`config.mk`:
```
export PLATFORM = sky130hd
export DESIGN_NAME = frame_trigger_control
export DESIGN_NICKNAME = d
export VERILOG_FILES = /design/src/rtl/trig_pkg.sv /design/src/rtl/frame_trigger_control.sv
export SDC_FILE = /design/constraint.sdc
export NUM_CORES = 1
export LEC_CHECK = 0
export BUFFER_PORTS_ARGS = -buffer_cell sky130_fd_sc_hd__buf_2
export CAP_MARGIN = 0
export CORE_MARGIN = 10
export CORE_UTILIZATION = 40
export CTS_CLUSTER_DIAMETER = 80
export CTS_CLUSTER_SIZE = 40
export DETAILED_ROUTE_END_ITERATION = 16
export PLACE_DENSITY = 0.61
export SYNTH_ARGS = -nofsm -noshare
export SYNTH_HDL_FRONTEND = slang
export SYNTH_SLANG_ARGS = --single-unit
```
`constraint.sdc`:
```
create_clock -name aclk -period 5 [get_ports aclk]
set_clock_uncertainty 0.05 [all_clocks]
set_input_delay 0.25 -clock aclk [delete_from_list [all_inputs] [get_ports aclk]]
set_output_delay 0.25 -clock aclk [all_outputs]
set_load 0.02 [all_outputs]
```
`src/rtl/trig_pkg.sv`:
```
// Shared constants and types for the frame trigger controller
package trig_pkg;

    // Register byte offsets
    localparam logic [7:0] CTRL_OFS = 8'h00;
    localparam logic [7:0] BURST_OFS = 8'h04;
    localparam logic [7:0] DELAY_OFS = 8'h08;
    localparam logic [7:0] FIRE_OFS = 8'h0C;
    localparam logic [7:0] STATUS_OFS = 8'h10;
    localparam logic [7:0] FREE_PERIOD_OFS = 8'h14;
    localparam logic [7:0] FREE_EXPO_OFS = 8'h18;

    // Control field positions
    localparam int KIND_BIT = 0;
    localparam int ENABLE_BIT = 1;
    localparam int ORIGIN_LSB = 2;
    localparam int SENSE_LSB = 4;
    localparam int POLICY_LSB = 7;
    localparam int INVERT_BIT = 9;
    localparam int SYNC_ALIGN_BIT = 10;

    // Reset values
    localparam logic [31:0] CTRL_RST = 32'h0000_0000;
    localparam logic [15:0] BURST_RST = 16'h0001;
    localparam logic [23:0] DELAY_RST = 24'h00_0000;
    localparam logic [31:0] FREE_PERIOD_RST = 32'h0000_1000;
    localparam logic [31:0] FREE_EXPO_RST = 32'h0000_0400;

    // Timing
    localparam int CLK_MHZ = 40;
    localparam int US_NS = 1000;
    localparam int CLK_NS = 25;
    localparam int CYC_PER_US = US_NS / CLK_NS;

    typedef enum logic [1:0] {
        ORG_LINK = 2'd0,
        ORG_SW = 2'd1,
        ORG_TIMER = 2'd2,
        ORG_COUNTER = 2'd3
    } origin_t;

    typedef enum logic [2:0] {
        SENSE_RISE = 3'd0,
        SENSE_FALL = 3'd1,
        SENSE_BOTH = 3'd2,
        SENSE_HIGH = 3'd3,
        SENSE_LOW = 3'd4
    } sense_t;

    typedef enum logic [1:0] {
        POL_OFF = 2'd0,
        POL_READOUT = 2'd1,
        POL_EXPO_END = 2'd2
    } policy_t;

    typedef enum logic [3:0] {
        ST_IDLE = 4'b0001,
        ST_DELAY = 4'b0010,
        ST_EXPOSE = 4'b0100,
        ST_HOLD = 4'b1000
    } fsm_t;

endpackage

```
`src/rtl/frame_trigger_control.sv`:
```
// Frame trigger controller with an AXI4-Lite register slave
//
// Operation
// - Single kind: one frame per accepted trigger
// - Burst kind: several consecutive frames per trigger
// - Burst total sets frames, burst only
// - Enable switch gates the trigger
// - Software fire triggers regardless of origin
// - Origin matters only when enabled
// - Link origin uses grabber trigger line
// - Software origin ignores all hardware lines
// - Timer origin uses timer one expiry
// - Counter origin uses counter one expiry
// - Sense qualifies only the external line
// - Rise sense: low-to-high after inversion
// - Fall sense: high-to-low after inversion
// - Both-edge sense: any transition
// - High-level sense: valid while high
// - Low-level sense: valid while low
// - Wait programmed microseconds before firing
// - Policy off: none while frame active
// - Readout policy: accept once exposure ends, whether or not readout has begun
// - Exposure-end policy: accept after exposure
// - Exposure-end policy: latch and postpone if readout unfinished
// - Link trigger line is a selectable line
// - Disabled triggering: timers pace free run
// - Policy off: ignore during exposure plus readout
// - Synchronous alignment: early trigger flags invalid unless a level sense is set or readout is busy
`timescale 1ns/1ps
module frame_trigger_control
    import trig_pkg::*;
(
    // Clock and reset
    input wire logic aclk,
    input wire logic aresetn,
    // AXI4-Lite slave
    input wire logic [7:0] s_axi_awaddr,
    input wire logic s_axi_awvalid,
    output logic s_axi_awready,
    input wire logic [31:0] s_axi_wdata,
    input wire logic [3:0] s_axi_wstrb,
    input wire logic s_axi_wvalid,
    output logic s_axi_wready,
    output logic [1:0] s_axi_bresp,
    output logic s_axi_bvalid,
    input wire logic s_axi_bready,
    input wire logic [7:0] s_axi_araddr,
    input wire logic s_axi_arvalid,
    output logic s_axi_arready,
    output logic [31:0] s_axi_rdata,
    output logic [1:0] s_axi_rresp,
    output logic s_axi_rvalid,
    input wire logic s_axi_rready,
    // Trigger sources
    input wire logic link_trigger_line,
    input wire logic timer_one_expiry,
    input wire logic counter_one_expiry,
    // Sensor timing
    input wire logic readout_begin,
    input wire logic readout_done,
    // Frame control out
    output logic exposure_start,
    output logic exposure_active,
    output logic invalid_trigger_event
);

    ////////////////////////////////////////////////////////////////////////
    // Registers and bus slave

    logic [31:0] ctrl_q;
    logic [15:0] burst_frame_total_q;
    logic [23:0] fire_latency_q;
    logic [31:0] free_period_q;
    logic [31:0] free_expo_q;
    logic sw_fire_command_q;
    logic [7:0] awaddr_q;
    logic aw_held_q;
    logic [31:0] wdata_q;
    logic [3:0] wstrb_q;
    logic w_held_q;
    logic [31:0] invalid_count_q;
    logic [15:0] frames_left_q;
    fsm_t state_q;
    logic readout_busy_q;

    function automatic logic [31:0] merge(input logic [31:0] old, input logic [31:0] nw,
                                           input logic [3:0] be);
        logic [31:0] r;
        r = old;
        for (int i = 0; i < 4; i++) begin
            if (be[i]) begin
                r[i*8 +: 8] = nw[i*8 +: 8];
            end
        end
        return r;
    endfunction

    wire do_write = aw_held_q && w_held_q && !s_axi_bvalid;

    always_ff @(posedge aclk) begin
        if (!aresetn) begin
            awaddr_q <= 8'h00;
            aw_held_q <= 1'b0;
            s_axi_awready <= 1'b0;
        end else begin
            s_axi_awready <= !aw_held_q && !s_axi_awready;
            if (s_axi_awvalid && s_axi_awready) begin
                awaddr_q <= s_axi_awaddr;
                aw_held_q <= 1'b1;
                s_axi_awready <= 1'b0;
            end else if (do_write) begin
                aw_held_q <= 1'b0;
            end
        end
    end

    always_ff @(posedge aclk) begin
        if (!aresetn) begin
            wdata_q <= 32'h0000_0000;
            wstrb_q <= 4'h0;
            w_held_q <= 1'b0;
            s_axi_wready <= 1'b0;
        end else begin
            s_axi_wready <= !w_held_q && !s_axi_wready;
            if (s_axi_wvalid && s_axi_wready) begin
                wdata_q <= s_axi_wdata;
                wstrb_q <= s_axi_wstrb;
                w_held_q <= 1'b1;
                s_axi_wready <= 1'b0;
            end else if (do_write) begin
                w_held_q <= 1'b0;
            end
        end
    end

    // Register writes; the fire command is a one-cycle pulse
    always_ff @(posedge aclk) begin
        if (!aresetn) begin
            ctrl_q <= CTRL_RST;
            burst_frame_total_q <= BURST_RST;
            fire_latency_q <= DELAY_RST;
            free_period_q <= FREE_PERIOD_RST;
            free_expo_q <= FREE_EXPO_RST;
            sw_fire_command_q <= 1'b0;
            s_axi_bvalid <= 1'b0;
            s_axi_bresp <= 2'b00;
        end else begin
            sw_fire_command_q <= 1'b0;
            if (s_axi_bvalid && s_axi_bready) begin
                s_axi_bvalid <= 1'b0;
            end
            if (do_write) begin
                s_axi_bvalid <= 1'b1;
                s_axi_bresp <= 2'b00;
                unique case (awaddr_q)
                    CTRL_OFS: ctrl_q <= merge(ctrl_q, wdata_q, wstrb_q);
                    BURST_OFS: burst_frame_total_q <=
                        16'(merge({16'h0000, burst_frame_total_q}, wdata_q, wstrb_q));
                    DELAY_OFS: fire_latency_q <=
                        24'(merge({8'h00, fire_latency_q}, wdata_q, wstrb_q));
                    FIRE_OFS: sw_fire_command_q <= wstrb_q[0] && wdata_q[0];
                    FREE_PERIOD_OFS: free_period_q <= merge(free_period_q, wdata_q, wstrb_q);
                    FREE_EXPO_OFS: free_expo_q <= merge(free_expo_q, wdata_q, wstrb_q);
                    STATUS_OFS: s_axi_bresp <= 2'b10;
                    default: s_axi_bresp <= 2'b10;
                endcase
            end
        end
    end

    always_ff @(posedge aclk) begin
        if (!aresetn) begin
            s_axi_arready <= 1'b0;
            s_axi_rvalid <= 1'b0;
            s_axi_rdata <= 32'h0000_0000;
            s_axi_rresp <= 2'b00;
        end else begin
            s_axi_arready <= !s_axi_rvalid && !s_axi_arready && !s_axi_arvalid ? 1'b1 :
                             (!s_axi_rvalid && !s_axi_arready);
            if (s_axi_arvalid && s_axi_arready) begin
                s_axi_arready <= 1'b0;
                s_axi_rvalid <= 1'b1;
                s_axi_rresp <= 2'b00;
                unique case (s_axi_araddr)
                    CTRL_OFS: s_axi_rdata <= ctrl_q;
                    BURST_OFS: s_axi_rdata <= {16'h0000, burst_frame_total_q};
                    DELAY_OFS: s_axi_rdata <= {8'h00, fire_latency_q};
                    FIRE_OFS: s_axi_rdata <= 32'h0000_0000;
                    STATUS_OFS: s_axi_rdata <= {invalid_count_q[11:0], frames_left_q,
                                               readout_busy_q, state_q[2:0]};
                    FREE_PERIOD_OFS: s_axi_rdata <= free_period_q;
                    FREE_EXPO_OFS: s_axi_rdata <= free_expo_q;
                    default: begin
                        s_axi_rdata <= 32'h0000_0000;
                        s_axi_rresp <= 2'b10;
                    end
                endcase
            end else if (s_axi_rvalid && s_axi_rready) begin
                s_axi_rvalid <= 1'b0;
            end
        end
    end

    ////////////////////////////////////////////////////////////////////////
    // Input synchronisers and trigger qualification

    logic [1:0] line_sync_q, timer_sync_q, counter_sync_q, rb_sync_q, rd_sync_q;
    logic line_prev_q, timer_prev_q, counter_prev_q, rb_prev_q, rd_prev_q;

    always_ff @(posedge aclk) begin
        if (!aresetn) begin
            line_sync_q <= 2'b00;
            timer_sync_q <= 2'b00;
            counter_sync_q <= 2'b00;
            rb_sync_q <= 2'b00;
            rd_sync_q <= 2'b00;
            line_prev_q <= 1'b0;
            timer_prev_q <= 1'b0;
            counter_prev_q <= 1'b0;
            rb_prev_q <= 1'b0;
            rd_prev_q <= 1'b0;
        end else begin
            line_sync_q <= {line_sync_q[0], link_trigger_line};
            timer_sync_q <= {timer_sync_q[0], timer_one_expiry};
            counter_sync_q <= {counter_sync_q[0], counter_one_expiry};
            rb_sync_q <= {rb_sync_q[0], readout_begin};
            rd_sync_q <= {rd_sync_q[0], readout_done};
            line_prev_q <= line_sync_q[1];
            timer_prev_q <= timer_sync_q[1];
            counter_prev_q <= counter_sync_q[1];
            rb_prev_q <= rb_sync_q[1];
            rd_prev_q <= rd_sync_q[1];
        end
    end

    wire kind_burst = ctrl_q[KIND_BIT];
    wire trigger_enable_switch = ctrl_q[ENABLE_BIT];
    wire [1:0] trigger_origin_select = ctrl_q[ORIGIN_LSB +: 2];
    wire [2:0] trigger_sense_kind = ctrl_q[SENSE_LSB +: 3];
    wire [1:0] retrigger_policy = ctrl_q[POLICY_LSB +: 2];
    wire line_invert = ctrl_q[INVERT_BIT];
    wire sync_align = ctrl_q[SYNC_ALIGN_BIT];

    // Inversion applies before any edge or level test
    wire line_now = line_sync_q[1] ^ line_invert;
    wire line_was = line_prev_q ^ line_invert;
    wire rb_pulse = rb_sync_q[1] && !rb_prev_q;
    wire rd_pulse = rd_sync_q[1] && !rd_prev_q;

    logic line_hit, level_mode, origin_hit, trig_req;
    always_comb begin
        line_hit = 1'b0;
        level_mode = 1'b0;
        unique case (trigger_sense_kind)
            SENSE_RISE: line_hit = line_now && !line_was;
            SENSE_FALL: line_hit = !line_now && line_was;
            SENSE_BOTH: line_hit = line_now != line_was;
            SENSE_HIGH: begin
                line_hit = line_now;
                level_mode = 1'b1;
            end
            SENSE_LOW: begin
                line_hit = !line_now;
                level_mode = 1'b1;
            end
            default: line_hit = 1'b0;
        endcase
        // Sense only touches the line origin
        unique case (trigger_origin_select)
            ORG_LINK: origin_hit = line_hit;
            ORG_SW: origin_hit = 1'b0;
            ORG_TIMER: origin_hit = timer_sync_q[1] && !timer_prev_q;
            ORG_COUNTER: origin_hit = counter_sync_q[1] && !counter_prev_q;
            default: origin_hit = 1'b0;
        endcase
        // Origin counts only with the switch on; software fire always does
        trig_req = sw_fire_command_q || (trigger_enable_switch && origin_hit);
    end

    ////////////////////////////////////////////////////////////////////////
    // Frame sequencing

    logic [31:0] count_q;
    logic expo_done_q;
    logic accept;

    // A frame stays active from exposure start until readout completes
    always_ff @(posedge aclk) begin
        if (!aresetn) begin
            readout_busy_q <= 1'b0;
            expo_done_q <= 1'b1;
        end else begin
            if (rb_pulse) begin
                readout_busy_q <= 1'b1;
            end else if (rd_pulse) begin
                readout_busy_q <= 1'b0;
            end
            if (state_q == ST_EXPOSE && count_q == 32'h0000_0000) begin
                expo_done_q <= 1'b1;
            end else if (exposure_start) begin
                expo_done_q <= 1'b0;
            end
        end
    end

    always_comb begin
        unique case (retrigger_policy)
            POL_READOUT: accept = state_q == ST_IDLE && (readout_busy_q || expo_done_q);
            POL_EXPO_END: accept = state_q == ST_IDLE && expo_done_q;
            default: accept = state_q == ST_IDLE && expo_done_q && !readout_busy_q;
        endcase
    end

    // Rejections are dropped; level triggers also need acceptance
    wire take = trig_req && accept && frames_left_q == 16'h0000;
    wire free_run = !trigger_enable_switch && !sw_fire_command_q;

    always_ff @(posedge aclk) begin
        if (!aresetn) begin
            invalid_count_q <= 32'h0000_0000;
            invalid_trigger_event <= 1'b0;
        end else begin
            invalid_trigger_event <= 1'b0;
            if (trig_req && !level_mode && sync_align && !take && !readout_busy_q) begin
                invalid_trigger_event <= 1'b1;
                invalid_count_q <= invalid_count_q + 32'h0000_0001;
            end
        end
    end

    always_ff @(posedge aclk) begin
        if (!aresetn) begin
            state_q <= ST_IDLE;
            count_q <= 32'h0000_0000;
            frames_left_q <= 16'h0000;
            exposure_start <= 1'b0;
            exposure_active <= 1'b0;
        end else begin
            exposure_start <= 1'b0;
            unique case (state_q)
                ST_IDLE: begin
                    if (take) begin
                        frames_left_q <= kind_burst ? burst_frame_total_q : 16'h0001;
                        count_q <= 32'(fire_latency_q) * 32'(CYC_PER_US);
                        state_q <= ST_DELAY;
                    end else if (free_run && count_q >= free_period_q) begin
                        frames_left_q <= 16'h0001;
                        count_q <= 32'h0000_0000;
                        state_q <= ST_DELAY;
                    end else if (free_run || frames_left_q != 16'h0000) begin
                        count_q <= count_q + 32'h0000_0001;
                        if (frames_left_q != 16'h0000 && expo_done_q && !readout_busy_q) begin
                            count_q <= 32'h0000_0000;
                            state_q <= ST_DELAY;
                        end
                    end
                end
                ST_DELAY: begin
                    if (count_q != 32'h0000_0000) begin
                        count_q <= count_q - 32'h0000_0001;
                    end else if (readout_busy_q && retrigger_policy == POL_EXPO_END) begin
                        state_q <= ST_HOLD;
                    end else begin
                        exposure_start <= 1'b1;
                        exposure_active <= 1'b1;
                        frames_left_q <= frames_left_q - 16'h0001;
                        count_q <= free_expo_q;
                        state_q <= ST_EXPOSE;
                    end
                end
                ST_HOLD: begin
                    // Exposure held back so it cannot end inside the previous readout
                    if (!readout_busy_q || rd_pulse) begin
                        exposure_start <= 1'b1;
                        exposure_active <= 1'b1;
                        frames_left_q <= frames_left_q - 16'h0001;
                        count_q <= free_expo_q;
                        state_q <= ST_EXPOSE;
                    end
                end
                ST_EXPOSE: begin
                    if (count_q == 32'h0000_0000) begin
                        exposure_active <= 1'b0;
                        state_q <= ST_IDLE;
                    end else begin
                        count_q <= count_q - 32'h0000_0001;
                    end
                end
                default: state_q <= ST_IDLE;
            endcase
        end
    end

endmodule

```
* Yosys cells after proc, flatten, opt, wreduce, memory -nomap -nowiden
Index checks and enable logic that the tools add are counted.
Word-level totals: register bits 328, bits of input ports 64, output and inout port bits 44, word-level logic and storage cells 247
Operators by class: add/sub/neg operators 4, $mul 1, magnitude comparators 1, equality and inequality tests 34, multiplexer cells 52, bitwise logic cells 3, reductions and logical operators 102
Operators with widths (number):
- 32-bit two-way mux | 8
- 32-bit case mux with 6 select lines | 1
- 32-bit case mux with 4 select lines | 1
- 16-bit two-way mux | 6
- 32-bit by 1-bit adder with 32-bit output (second input constant) | 2
- 3-bit AND reduction | 18
- 16-bit case mux with 3 select lines | 1
- 8-bit by 5-bit equality test with 1-bit output (second input constant) | 5
- 1-bit logical AND | 34
- 8-bit by 4-bit equality test with 1-bit output (second input constant) | 4
- 32-bit >= comparator | 1
- 32-bit logical NOT | 1
- 4-bit two-way mux | 8
- 32-bit nonzero test | 1
- 32-bit by 1-bit subtractor with 32-bit output (second input constant) | 1
- 24-bit by 3-bit multiplier with 27-bit output (second input constant) | 1
- 5-bit AND reduction | 4
- 1-bit logical NOT | 19
- 1-bit two-way mux | 19
- 8-bit by 3-bit equality test with 1-bit output (second input constant) | 2
- 16-bit logical NOT | 1
- 8-bit logical NOT | 2
- 4-bit case mux with 4 select lines | 1
- 16-bit nonzero test | 1
- other kinds (32) | 55

* Longest topological paths before layout
Gate-level depths: netlist of run 1.
word-level depth 13, depth in mapped cells 13

* Least setup slack after synthesis of run 1
OpenSTA, ideal clock, no wires.
path type reg2reg, from reg state_q[1], to reg count_q[3], data arrival time 2.851 ns, data required time 4.833 ns, setup slack 1.981 ns, cell stages (with the launch flop) 11, clock period less this slack 3.019 ns, path through dfxtp_1 > or4b_1 > buf_2 > or4_1 > or3_4 > a21oi_4 > o211ai_1 > and2_1 > buf_2 > a41o_1 > a32o_1
Between the ends: cells in the longest elaborated chain, start to end 8, elaborated cells between the ends (all ways) 18
Ends and longest elaborated chain:
- start: declaration | RTL line frame_trigger_control.sv:83 | fsm_t state_q;
- start signal: assignment | RTL line frame_trigger_control.sv:333 | state_q <= ST_IDLE;
- start signal: assignment | RTL line frame_trigger_control.sv:345 | state_q <= ST_DELAY;
- start signal: assignment | RTL line frame_trigger_control.sv:349 | state_q <= ST_DELAY;
- 4-bit by 1-bit equality test with 1-bit output
- 1-bit logical AND | RTL line frame_trigger_control.sv:309, frame_trigger_control.sv:310
- 1-bit logical AND | RTL line frame_trigger_control.sv:310 | default: accept = state_q == ST_IDLE && expo_done_q && !readout_busy_q;
- 1-bit case mux with 2 select lines | RTL line frame_trigger_control.sv:307 | unique case (retrigger_policy)
- 1-bit logical AND (2 in a row) | RTL line frame_trigger_control.sv:315 | wire take = trig_req && accept && frames_left_q == 16'h0000;
- 4-bit by 2-bit inequality test with 1-bit output (no source line) / 32-bit two-way mux (equally long branches)
- 5-bit AND reduction (no source line) / 32-bit case mux with 4 select lines (equally long branches)
- end signal: assignment | RTL line frame_trigger_control.sv:344 | count_q <= 32'(fire_latency_q) * 32'(CYC_PER_US);
- end signal: assignment | RTL line frame_trigger_control.sv:351 | count_q <= count_q + 32'h0000_0001;
- end signal: assignment | RTL line frame_trigger_control.sv:360 | count_q <= count_q - 32'h0000_0001;
- end: declaration | RTL line frame_trigger_control.sv:283 | logic [31:0] count_q;
Several ways; a longest one is shown, not always the timed one. A chain may end at the register's enable or synchronous reset.

* Worst setup path in the final report of run 1
from reg count_q[25], to reg count_q[22]
Between the ends: cells in the longest elaborated chain, start to end 5, elaborated cells between the ends (all ways) 12
Ends and longest elaborated chain:
- 32-bit >= comparator | RTL line frame_trigger_control.sv:346 | end else if (free_run && count_q >= free_period_q) begin
- 1-bit logical AND | RTL line frame_trigger_control.sv:346
- 32-bit two-way mux | RTL line frame_trigger_control.sv:346
- 32-bit two-way mux | RTL line frame_trigger_control.sv:342 | if (take) begin
- 32-bit case mux with 4 select lines | RTL line frame_trigger_control.sv:340 | unique case (state_q)
Several ways; a longest one is shown, not always the timed one.

==> results of run 1 <==
## what timing repair did
item                      CTS  global route
hold endpoints to repair   52             0
gates resized for setup     0             0
hold buffers               60             0
## area by class of cell
cell class	count	area (um2)
clock inverter	13	279
clock buffer	19	475
fill	4069	22700
tap	539	674
multi-input combinational	1520	10200
inverter	56	210
sequential	306	6130
timing repair buffer	195	1360
## worst max-delay path, cell delays in order, from the launching register on
cell,delay [ns]
dfxtp_1,0.43
or4_1,0.62
nor4_1,0.73
nand4_1,0.35
o21ai_2,0.88
a221o_1,0.28
nand3_1,0.10
o31ai_1,0.28
o2bb2ai_1,0.14
## cell usage after synthesis, types with 5 or more instances
master and n:
a211oi_1 8, a21boi_0 103, a21o_1 9, a21oi_1 125
a221oi_1 50, a222oi_1 8, a22o_1 18, a22oi_1 31
a31oi_1 14, a32o_1 8, a41oi_1 5, and2_1 42
and3_1 19, and4_1 6, buf_2 13, clkbuf_1 110
dfxtp_1 306, ha_1 85, inv_1 56, mux2i_1 104
nand2_1 210, nand2b_1 9, nand3_1 93, nand4_1 22
nor2_1 96, nor2b_1 128, nor3_1 31, nor3b_1 11
nor4_1 19, nor4b_1 5, o211a_1 7, o211ai_1 7
o21a_1 19, o21ai_0 64, o31ai_1 9, or2_2 6
or3_1 9, or4_1 8, xnor2_1 40, xor2_1 30
## per-layer routing
layer | vias up | track usage [%]
li1 | 7436 | -
met1 | 7672 | 31.4
met2 | 651 | 33.5
met3 | 103 | 4.13
met4 | 0 | 7.29
met5 | - | 0
## worst max path at each step
stage,slack (ns),startpoint,endpoint
after floorplan,1.98,state_q[1],count_q[3]
after global placement,1.27,state_q[1],count_q[23]
after detailed placement,1.15,count_q[24],count_q[22]
after CTS,1.10,count_q[24],count_q[22]
after global routing,0.84,count_q[25],count_q[22]
final,1.04,count_q[25],count_q[22]
## kinds of logic (layout without fill, tap and decap cells)
group	after synthesis	in the layout	synth area share, %
xor+xnor	70	70	3.60
fa+ha+maj	86	86	6.37
mux	104	104	6.12
flops	306	306	36.0
compound gates	534	534	22.0
other cells	1	2	0.0220
buf+inv	183	283	4.18
simple gates	724	724	21.7
## power breakdown
part	internal, W	leakage (nW)	switching (W)	total, W
registers	0.00255	2.48	0.000204	0.00276
logic	0.000962	4.58	0.00177	0.00273
clock network	0.000852	0.355	0.00108	0.00193
total	0.00437	7.42	0.00305	0.00742
## registers in the layout (all words and copies together) (netlist names), 16 cells and up
| signal | flops |
|---|---|
| burst_frame_total_q | 16 |
| count_q | 32 |
| ctrl_q | 32 |
| fire_latency_q | 24 |
| frames_left_q | 16 |
| free_expo_q | 32 |
| free_period_q | 32 |
| s_axi_rdata | 32 |
| wdata_q | 32 |
## stage by stage
step	cells	hold WS [ns]	utilization (%)
final	2648	0.0308	46.0
after global placement	2556	0.365	42.8
after floorplan	2009	0.327	-
after detailed placement	2556	0.372	42.8
after CTS	2648	0.0172	46.0
after global routing	2648	0.0380	46.0
==> results_dict.tcl, run 1 <==
set metrics [dict create \
    crit_fanout 17 \
    worstHoldStart "s_axi_awvalid" \
    yosysSeqAreaShare_pct 36.0 \
    place_area_mm2 0.0180 \
    final_area_mm2 0.0193 \
    critical_path_arrival_ns 4.38 \
    clk_pin_slew_ns 0.12 \
    synth-seq-cells 306 \
    setup_slack_ns 1.04 \
    dr.first_iter.drc_count 1677 \
    slew_headroom_pct 11.8 \
    syn_inst 2008 \
    die_y_um 226 \
    yosysTopAreaCell "dfxtp_1" \
    synthFlopType "dfxtp_1" \
    holdPathStages 3 \
    critical_path.endpoint_type "register" \
    root_buffer "clkbuf_16" \
    min-delay-path-class "input port to register" \
    core_mm2 0.0420 \
    peakVddDrop_mv 0.299 \
    start_util_pct 40.5 \
    route.detailed.drc 0 \
    ys_top_cells_by_area "dfxtp_1, ha_1, mux2i_1" \
    synthDistinctLibCells 73 \
    cts_tree "yes" \
    route.met2.wl_um 25300 \
    rsz0062_at_grt "false" \
    max_freq_mhz 252 \
    grt_overflow_total 0 \
    syn_to_final_growth_pct 13.7 \
    powerDensity_mw_per_mm2 384 \
    slew_viol_final 0 \
    reg2reg_depth 8 \
    syn_area_per_cell_um2 8.47 \
    core.rowCount 75 \
    hold_path_end "awaddr_q[2]" \
    num_vias 15900 \
    cts.sinks 306 \
    htree_num_levels 1 \
    viasPerCell 5.99 \
    setup_viol 0 \
    status "completed" \
    netlist.area_leader.share_pct 36.0 \
    syn_area_mm2 0.0170 \
    cap_violations 0 \
    diodes 0 \
    cp-start-kind "register" \
    io_buffer_count 105 \
    hpwl_um 43200 \
    dp_worst_setup_slack_ns 1.15 \
    layout_common_cells "dfxtp_1, nand2_1, nor2b_1, a21oi_1" \
    layout.nets 2247 \
    drt_pre_antenna_iters 5 \
    num_io_pins 108 \
    wl_met1_um 26700 \
    reg2reg_slack_ns 1.04 \
    total_power_w 0.00742 \
    min_period_over_period_pct 79.2 \
    synth_edf_count 0 \
    highest_layer "met4" \
    final_common_cell "dfxtp_1" \
    numCtsBuffers 18 \
    cp.required_ns 5.42 \
    r2r_start "count_q[25]" \
    ys_warn_count 0 \
    crit_type "register to register" \
    post_cts_buffers 0 \
    worst_skew_pair.late_latency_ns 0.58 \
    async_flop_share_pct 0 \
    setup_tns_ns 0 \
    wl_per_cell_um 22.1 \
    hold_violations 0 \
    fin_crit_ns 3.96 \
    worst_pin_slew_ns 1.32 \
    grt_pass1_wl_um 90400 \
    grt_pass1_vias 15000 \
    cts_buffer_depth 3 \
    dieWidth_um 226 \
    grt_start_max_net_pins 107 \
    drive_above_1_share_pct 8.91 \
    gp_congestion 0.999 \
    drt_wl_total_um 58600 \
    r2r-end "count_q[22]" \
    grtUsageTotal_pct 22.3 \
    dieArea_mm2 0.0512 \
    wl_met3_um 4780 \
    ant_nets 0 \
    leakage_nw 7.42 \
    antenna_found_initial 0 \
]
Note: power is estimated with default switching activity, not from simulation.
==> inputs of run 2 (changes only) <==
- clock period: 5 -> 3.83 ns (I/O delays scaled with it)
==> run 2 against run 1 <==
Die area unchanged. Routed wire length increased by 2.3%. Total power increased by 38%. Sequential power increased by 30%. Register-to-register slack got worse by 0.72 ns. Critical endpoint is now count_q[16]. Highest routed layer unchanged.
==> results_dict.tcl, run 2 (synthesized netlist as in run 1, its figures left out) <==
set metrics [dict create \
    layout_common_cells "dfxtp_1, nand2_1, nor2b_1, a21oi_1" \
    slew_headroom_pct 33.5 \
    setup_viol 0 \
    peakVddDrop_mv 0.403 \
    clk_pin_slew_ns 0.12 \
    cts_buffer_depth 3 \
    diodes 0 \
    crit_buf_inv 1 \
    syn_to_final_growth_pct 16.1 \
    cp_slowest_stage_delay_ns 0.56 \
    critical_path.endpoint_type "register" \
    cts.sinks 306 \
    start_util_pct 40.5 \
    root_buffer "clkbuf_16" \
    num_io_pins 108 \
    viasPerCell 5.95 \
    hpwl_um 44300 \
    powerDensity_mw_per_mm2 518 \
    slew_viol_final 0 \
    drive_above_1_share_pct 10.6 \
    drt_wl_total_um 59900 \
    fin_util_pct 47.0 \
    status "completed" \
    wl_per_cell_um 22.3 \
    numCtsBuffers 21 \
    grt_pass1_vias 15200 \
    dieArea_mm2 0.0512 \
    core.rowCount 75 \
    io_buffer_count 105 \
    core_mm2 0.0420 \
    layout.nets 2287 \
    hold_violations 0 \
    critical_path_arrival_ns 3.96 \
    cp.required_ns 4.27 \
    cap_violations 0 \
    place_area_mm2 0.0182 \
    final_common_cell "dfxtp_1" \
    setup_tns_ns 0 \
    drt_pre_antenna_iters 6 \
    dr.first_iter.drc_count 1794 \
    antenna_found_initial 0 \
    htree_num_levels 1 \
    n_fill_cell 4058 \
    max_freq_mhz 284 \
    min-delay-path-class "input port to register" \
    crit_fanout 9 \
    route.detailed.drc 0 \
    leakage_nw 7.66 \
    grtUsageTotal_pct 22.9 \
    cp-start-kind "register" \
    cts_tree "yes" \
    fin_crit_ns 3.52 \
    grt_start_max_net_pins 129 \
    worst_skew_pair.late_latency_ns 0.57 \
    rsz0062_at_grt "false" \
    gp_congestion 0.991 \
    ant_nets 0 \
    die_y_um 226 \
    crit_chain "xnor2_1 -> inv_1 -> ha_1 -> nor3_1 -> a211oi_1 -> o221ai_1 -> a21oi_4 -> nor3_2 -> nand2_1 -> o41ai_1 -> a32o_1" \
    final_area_mm2 0.0197 \
    grt_overflow_total 0 \
    dieWidth_um 226 \
    crit_type "register to register" \
    num_vias 16000 \
    dp.cells 2591 \
    min_period_over_period_pct 91.8 \
    worst_pin_slew_ns 0.993 \
    final-instance-count-excl-fill 2690 \
    whs_ns 0.158 \
    critPathTopFamily "compound AO/OA/AOI/OAI gates" \
    cp_slowest_cell "nor3_2" \
    grt_pass1_wl_um 92300 \
    post_cts_buffers 0 \
]
-- run 2: where the power goes --
group	leakage (nW)	switching, W	internal, W	total, W
logic	4.77	0.00239	0.00140	0.00380
registers	2.48	0.000269	0.00333	0.00360
clock network	0.414	0.00152	0.00131	0.00284
-- run 2: final timing paths --
| path | from | endpoint | slack, ns | cells past startpoint |
|---|---|---|---|---|
| worst max-delay path | ctrl_q[9] | count_q[16] | 0.31 | 11 |
| worst min-delay path | aresetn | count_q[11] | 0.16 | 2 |
| worst max register to register | ctrl_q[9] | count_q[16] | 0.31 | 11 |
| worst min register to register | w_held_q | s_axi_wready | 0.38 | 1 |
-- run 2: cell type report --
| type | instances | area (um2) | area share, % |
|---|---|---|---|
| clock buffer | 21 | 526 | 2.66 |
| clock inverter | 16 | 353 | 1.79 |
| inverter | 56 | 210 | 1.06 |
| multi-input combinational | 1520 | 10200 | 51.6 |
| sequential | 306 | 6130 | 31.0 |
| tap | 539 | 674 | 3.42 |
| timing repair buffer | 232 | 1670 | 8.43 |
-- run 2: timing repair --
item | 4_1_cts | 5_1_grt
hold endpoints to repair | 52 | 0
resized for setup | 0 | 0
hold buffers | 62 | 0
-- run 2: per-stage QoR --
| stage | worst slack, ns | total power (W) |
|---|---|---|
| CTS | 0.349 | 0.0102 |
| floorplan | 0.811 | 0.00605 |
| global placement | 0.476 | 0.00733 |
| global route | 0.0354 | 0.0108 |
| detailed placement | 0.430 | 0.00733 |
| finish | 0.313 | 0.0102 |
-- run 2: metal layers --
metal | share of wire, % | up-vias | global-route usage, %
li1 | - | 7534 | -
met1 | 46 | 7765 | 32.9
met2 | 44 | 630 | 35.4
met3 | 7.6 | 79 | 2.98
met4 | 2.1 | 0 | 5.48
met5 | 0 | - | 0
==> inputs of run 3 (changes only) <==
- CELL_PAD_IN_SITES_DETAIL_PLACEMENT: unset -> 1
- CELL_PAD_IN_SITES_GLOBAL_PLACEMENT: unset -> 1
- PLACE_DENSITY: 0.61 -> 0.67
==> run 3 against run 2 <==
Non-clock buffer count grew 5. Final area down 0.19%. Register-to-register slack worse by 0.18 ns. Count of clock-buffer cells in the layout is 1 higher. Combinational power is 4% higher. Via count grew 1.3%. Final cell count increased by 0.30%. Sequential share of layout area up 0.059 points. Sequential power hardly changed. Critical endpoint is now state_q[2].
==> results_dict.tcl, run 3 (synthesized netlist as in run 1, its figures left out) <==
set metrics [dict create \
    ant_nets 0 \
    num_vias 16200 \
    gp_congestion 0.916 \
    antenna_found_initial 1 \
    swShare_pct 41.9 \
    diodes 0 \
    dieWidth_um 226 \
    cts.sinks 306 \
    p_int_w 0.00594 \
    setup_slack_ns 0.137 \
    htree_num_levels 1 \
    slew_headroom_pct 31.9 \
    final_common_cell "dfxtp_1" \
    powerDensity_mw_per_mm2 518 \
    critical_path_arrival_ns 4.09 \
    cap_violations 0 \
    dp.cells 2596 \
    viasPerCell 6.01 \
    grt_overflow_total 0 \
    dr.first_iter.drc_count 1467 \
    clk_pin_slew_ns 0.09 \
    drt_pre_antenna_iters 6 \
    pwr-share-seq_pct 35.2 \
    dp_worst_setup_slack_ns 0.317 \
    cts_tree "yes" \
    syn_to_final_growth_pct 15.9 \
    start_util_pct 40.5 \
    critical_path.endpoint_type "register" \
    layout_common_cells "dfxtp_1, nand2_1, nor2b_1, a21oi_1" \
    min_period_over_period_pct 96.4 \
    drt_wl_total_um 65400 \
    grt_pass1_vias 16300 \
    reg2reg_slack_ns 0.14 \
    route.detailed.drc 0 \
    wl_per_cell_um 24.2 \
    status "completed" \
    max_freq_mhz 271 \
    setup_viol 0 \
    grtUsageTotal_pct 25.0 \
    dieArea_mm2 0.0512 \
    cts_buffer_depth 3 \
    setup_tns_ns 0 \
    cts_resized 0 \
    worst_pin_slew_ns 1.02 \
    crit_fanout 9 \
    numCtsBuffers 22 \
    grt_pass1_wl_um 100000 \
    io_buffer_count 105 \
    core_mm2 0.0420 \
    die_y_um 226 \
    hpwl_um 48200 \
    drive_above_1_share_pct 10.9 \
    fin_util_pct 46.9 \
    slew_viol_final 0 \
    rsz0062_at_grt "false" \
    core.rowCount 75 \
    fin_crit_ns 3.69 \
    root_buffer "clkbuf_16" \
    cp-start-kind "register" \
    num_io_pins 108 \
    min-delay-path-class "input port to register" \
    cp.required_ns 4.23 \
    worst_skew_pair.late_latency_ns 0.58 \
    whs_ns 0.0474 \
    p_sw_w 0.00428 \
    post_cts_buffers 0 \
    combinationalPowerShare_pct 38.7 \
    hold_buffers 62 \
    clkPwrFrac_pct 26.1 \
    crit_type "register to register" \
    leakage_nw 7.66 \
    peakVddDrop_mv 0.316 \
    hold_violations 0 \
    layout.nets 2293 \
    grt_start_max_net_pins 86 \
    final-instance-count-excl-fill 2698 \
]
## run 3: final timing paths
check                                       start      endpoint  cells past startpoint
worst max-delay path            free_period_q[31]    state_q[2]                     10
worst min register to register           w_held_q  s_axi_wready                      1
worst min-delay path                      aresetn   count_q[11]                      2
worst max register to register  free_period_q[31]    state_q[2]                     10
## run 3: layer usage
metal / wire length [um] / track usage (%) / vias to the layer above
li1: - / - / 7520
met1: 30700 / 35.4 / 8160
met2: 29400 / 39.7 / 463
met3: 4010 / 3.17 / 69
met4: 1260 / 4.93 / 0
met5: 0 / 0 / -
## run 3: worst max-delay path, cell delays in order, from the launching register on
cell       delay [ns]
dfxtp_1          0.38
inv_1            0.11
ha_1             0.33
nand4_1          0.28
nor4_1           0.87
a32oi_1          0.16
nand2_1          0.30
nor2_2           0.15
nand2_1          0.31
o21ai_0          0.20
a2111oi_1        0.42
## run 3: area by class of cell
type	count	area, um2
clock buffer	22	551
clock inverter	18	258
fill	4957	22300
inverter	56	210
multi-input combinational	1520	10200
sequential	306	6130
tap	539	674
timing repair buffer	237	1690
## run 3: power by group through the flow
stage	combinational, W	clock [W]	sequential [W]
2_1_floorplan	0.00250	0	0.00355
3_3_place_gp	0.00374	0	0.00365
3_5_place_dp	0.00379	0	0.00366
4_1_cts	0.00388	0.00271	0.00358
5_1_grt	0.00426	0.00284	0.00362
6_report	0.00395	0.00267	0.00359
## run 3: per-stage QoR
stage / instance area [um2] / total power (W)
floorplan: 17000 / 0.00605
global placement: 18300 / 0.00738
detailed placement: 18300 / 0.00745
CTS: 19700 / 0.0102
global route: 19700 / 0.0107
finish: 19700 / 0.0102
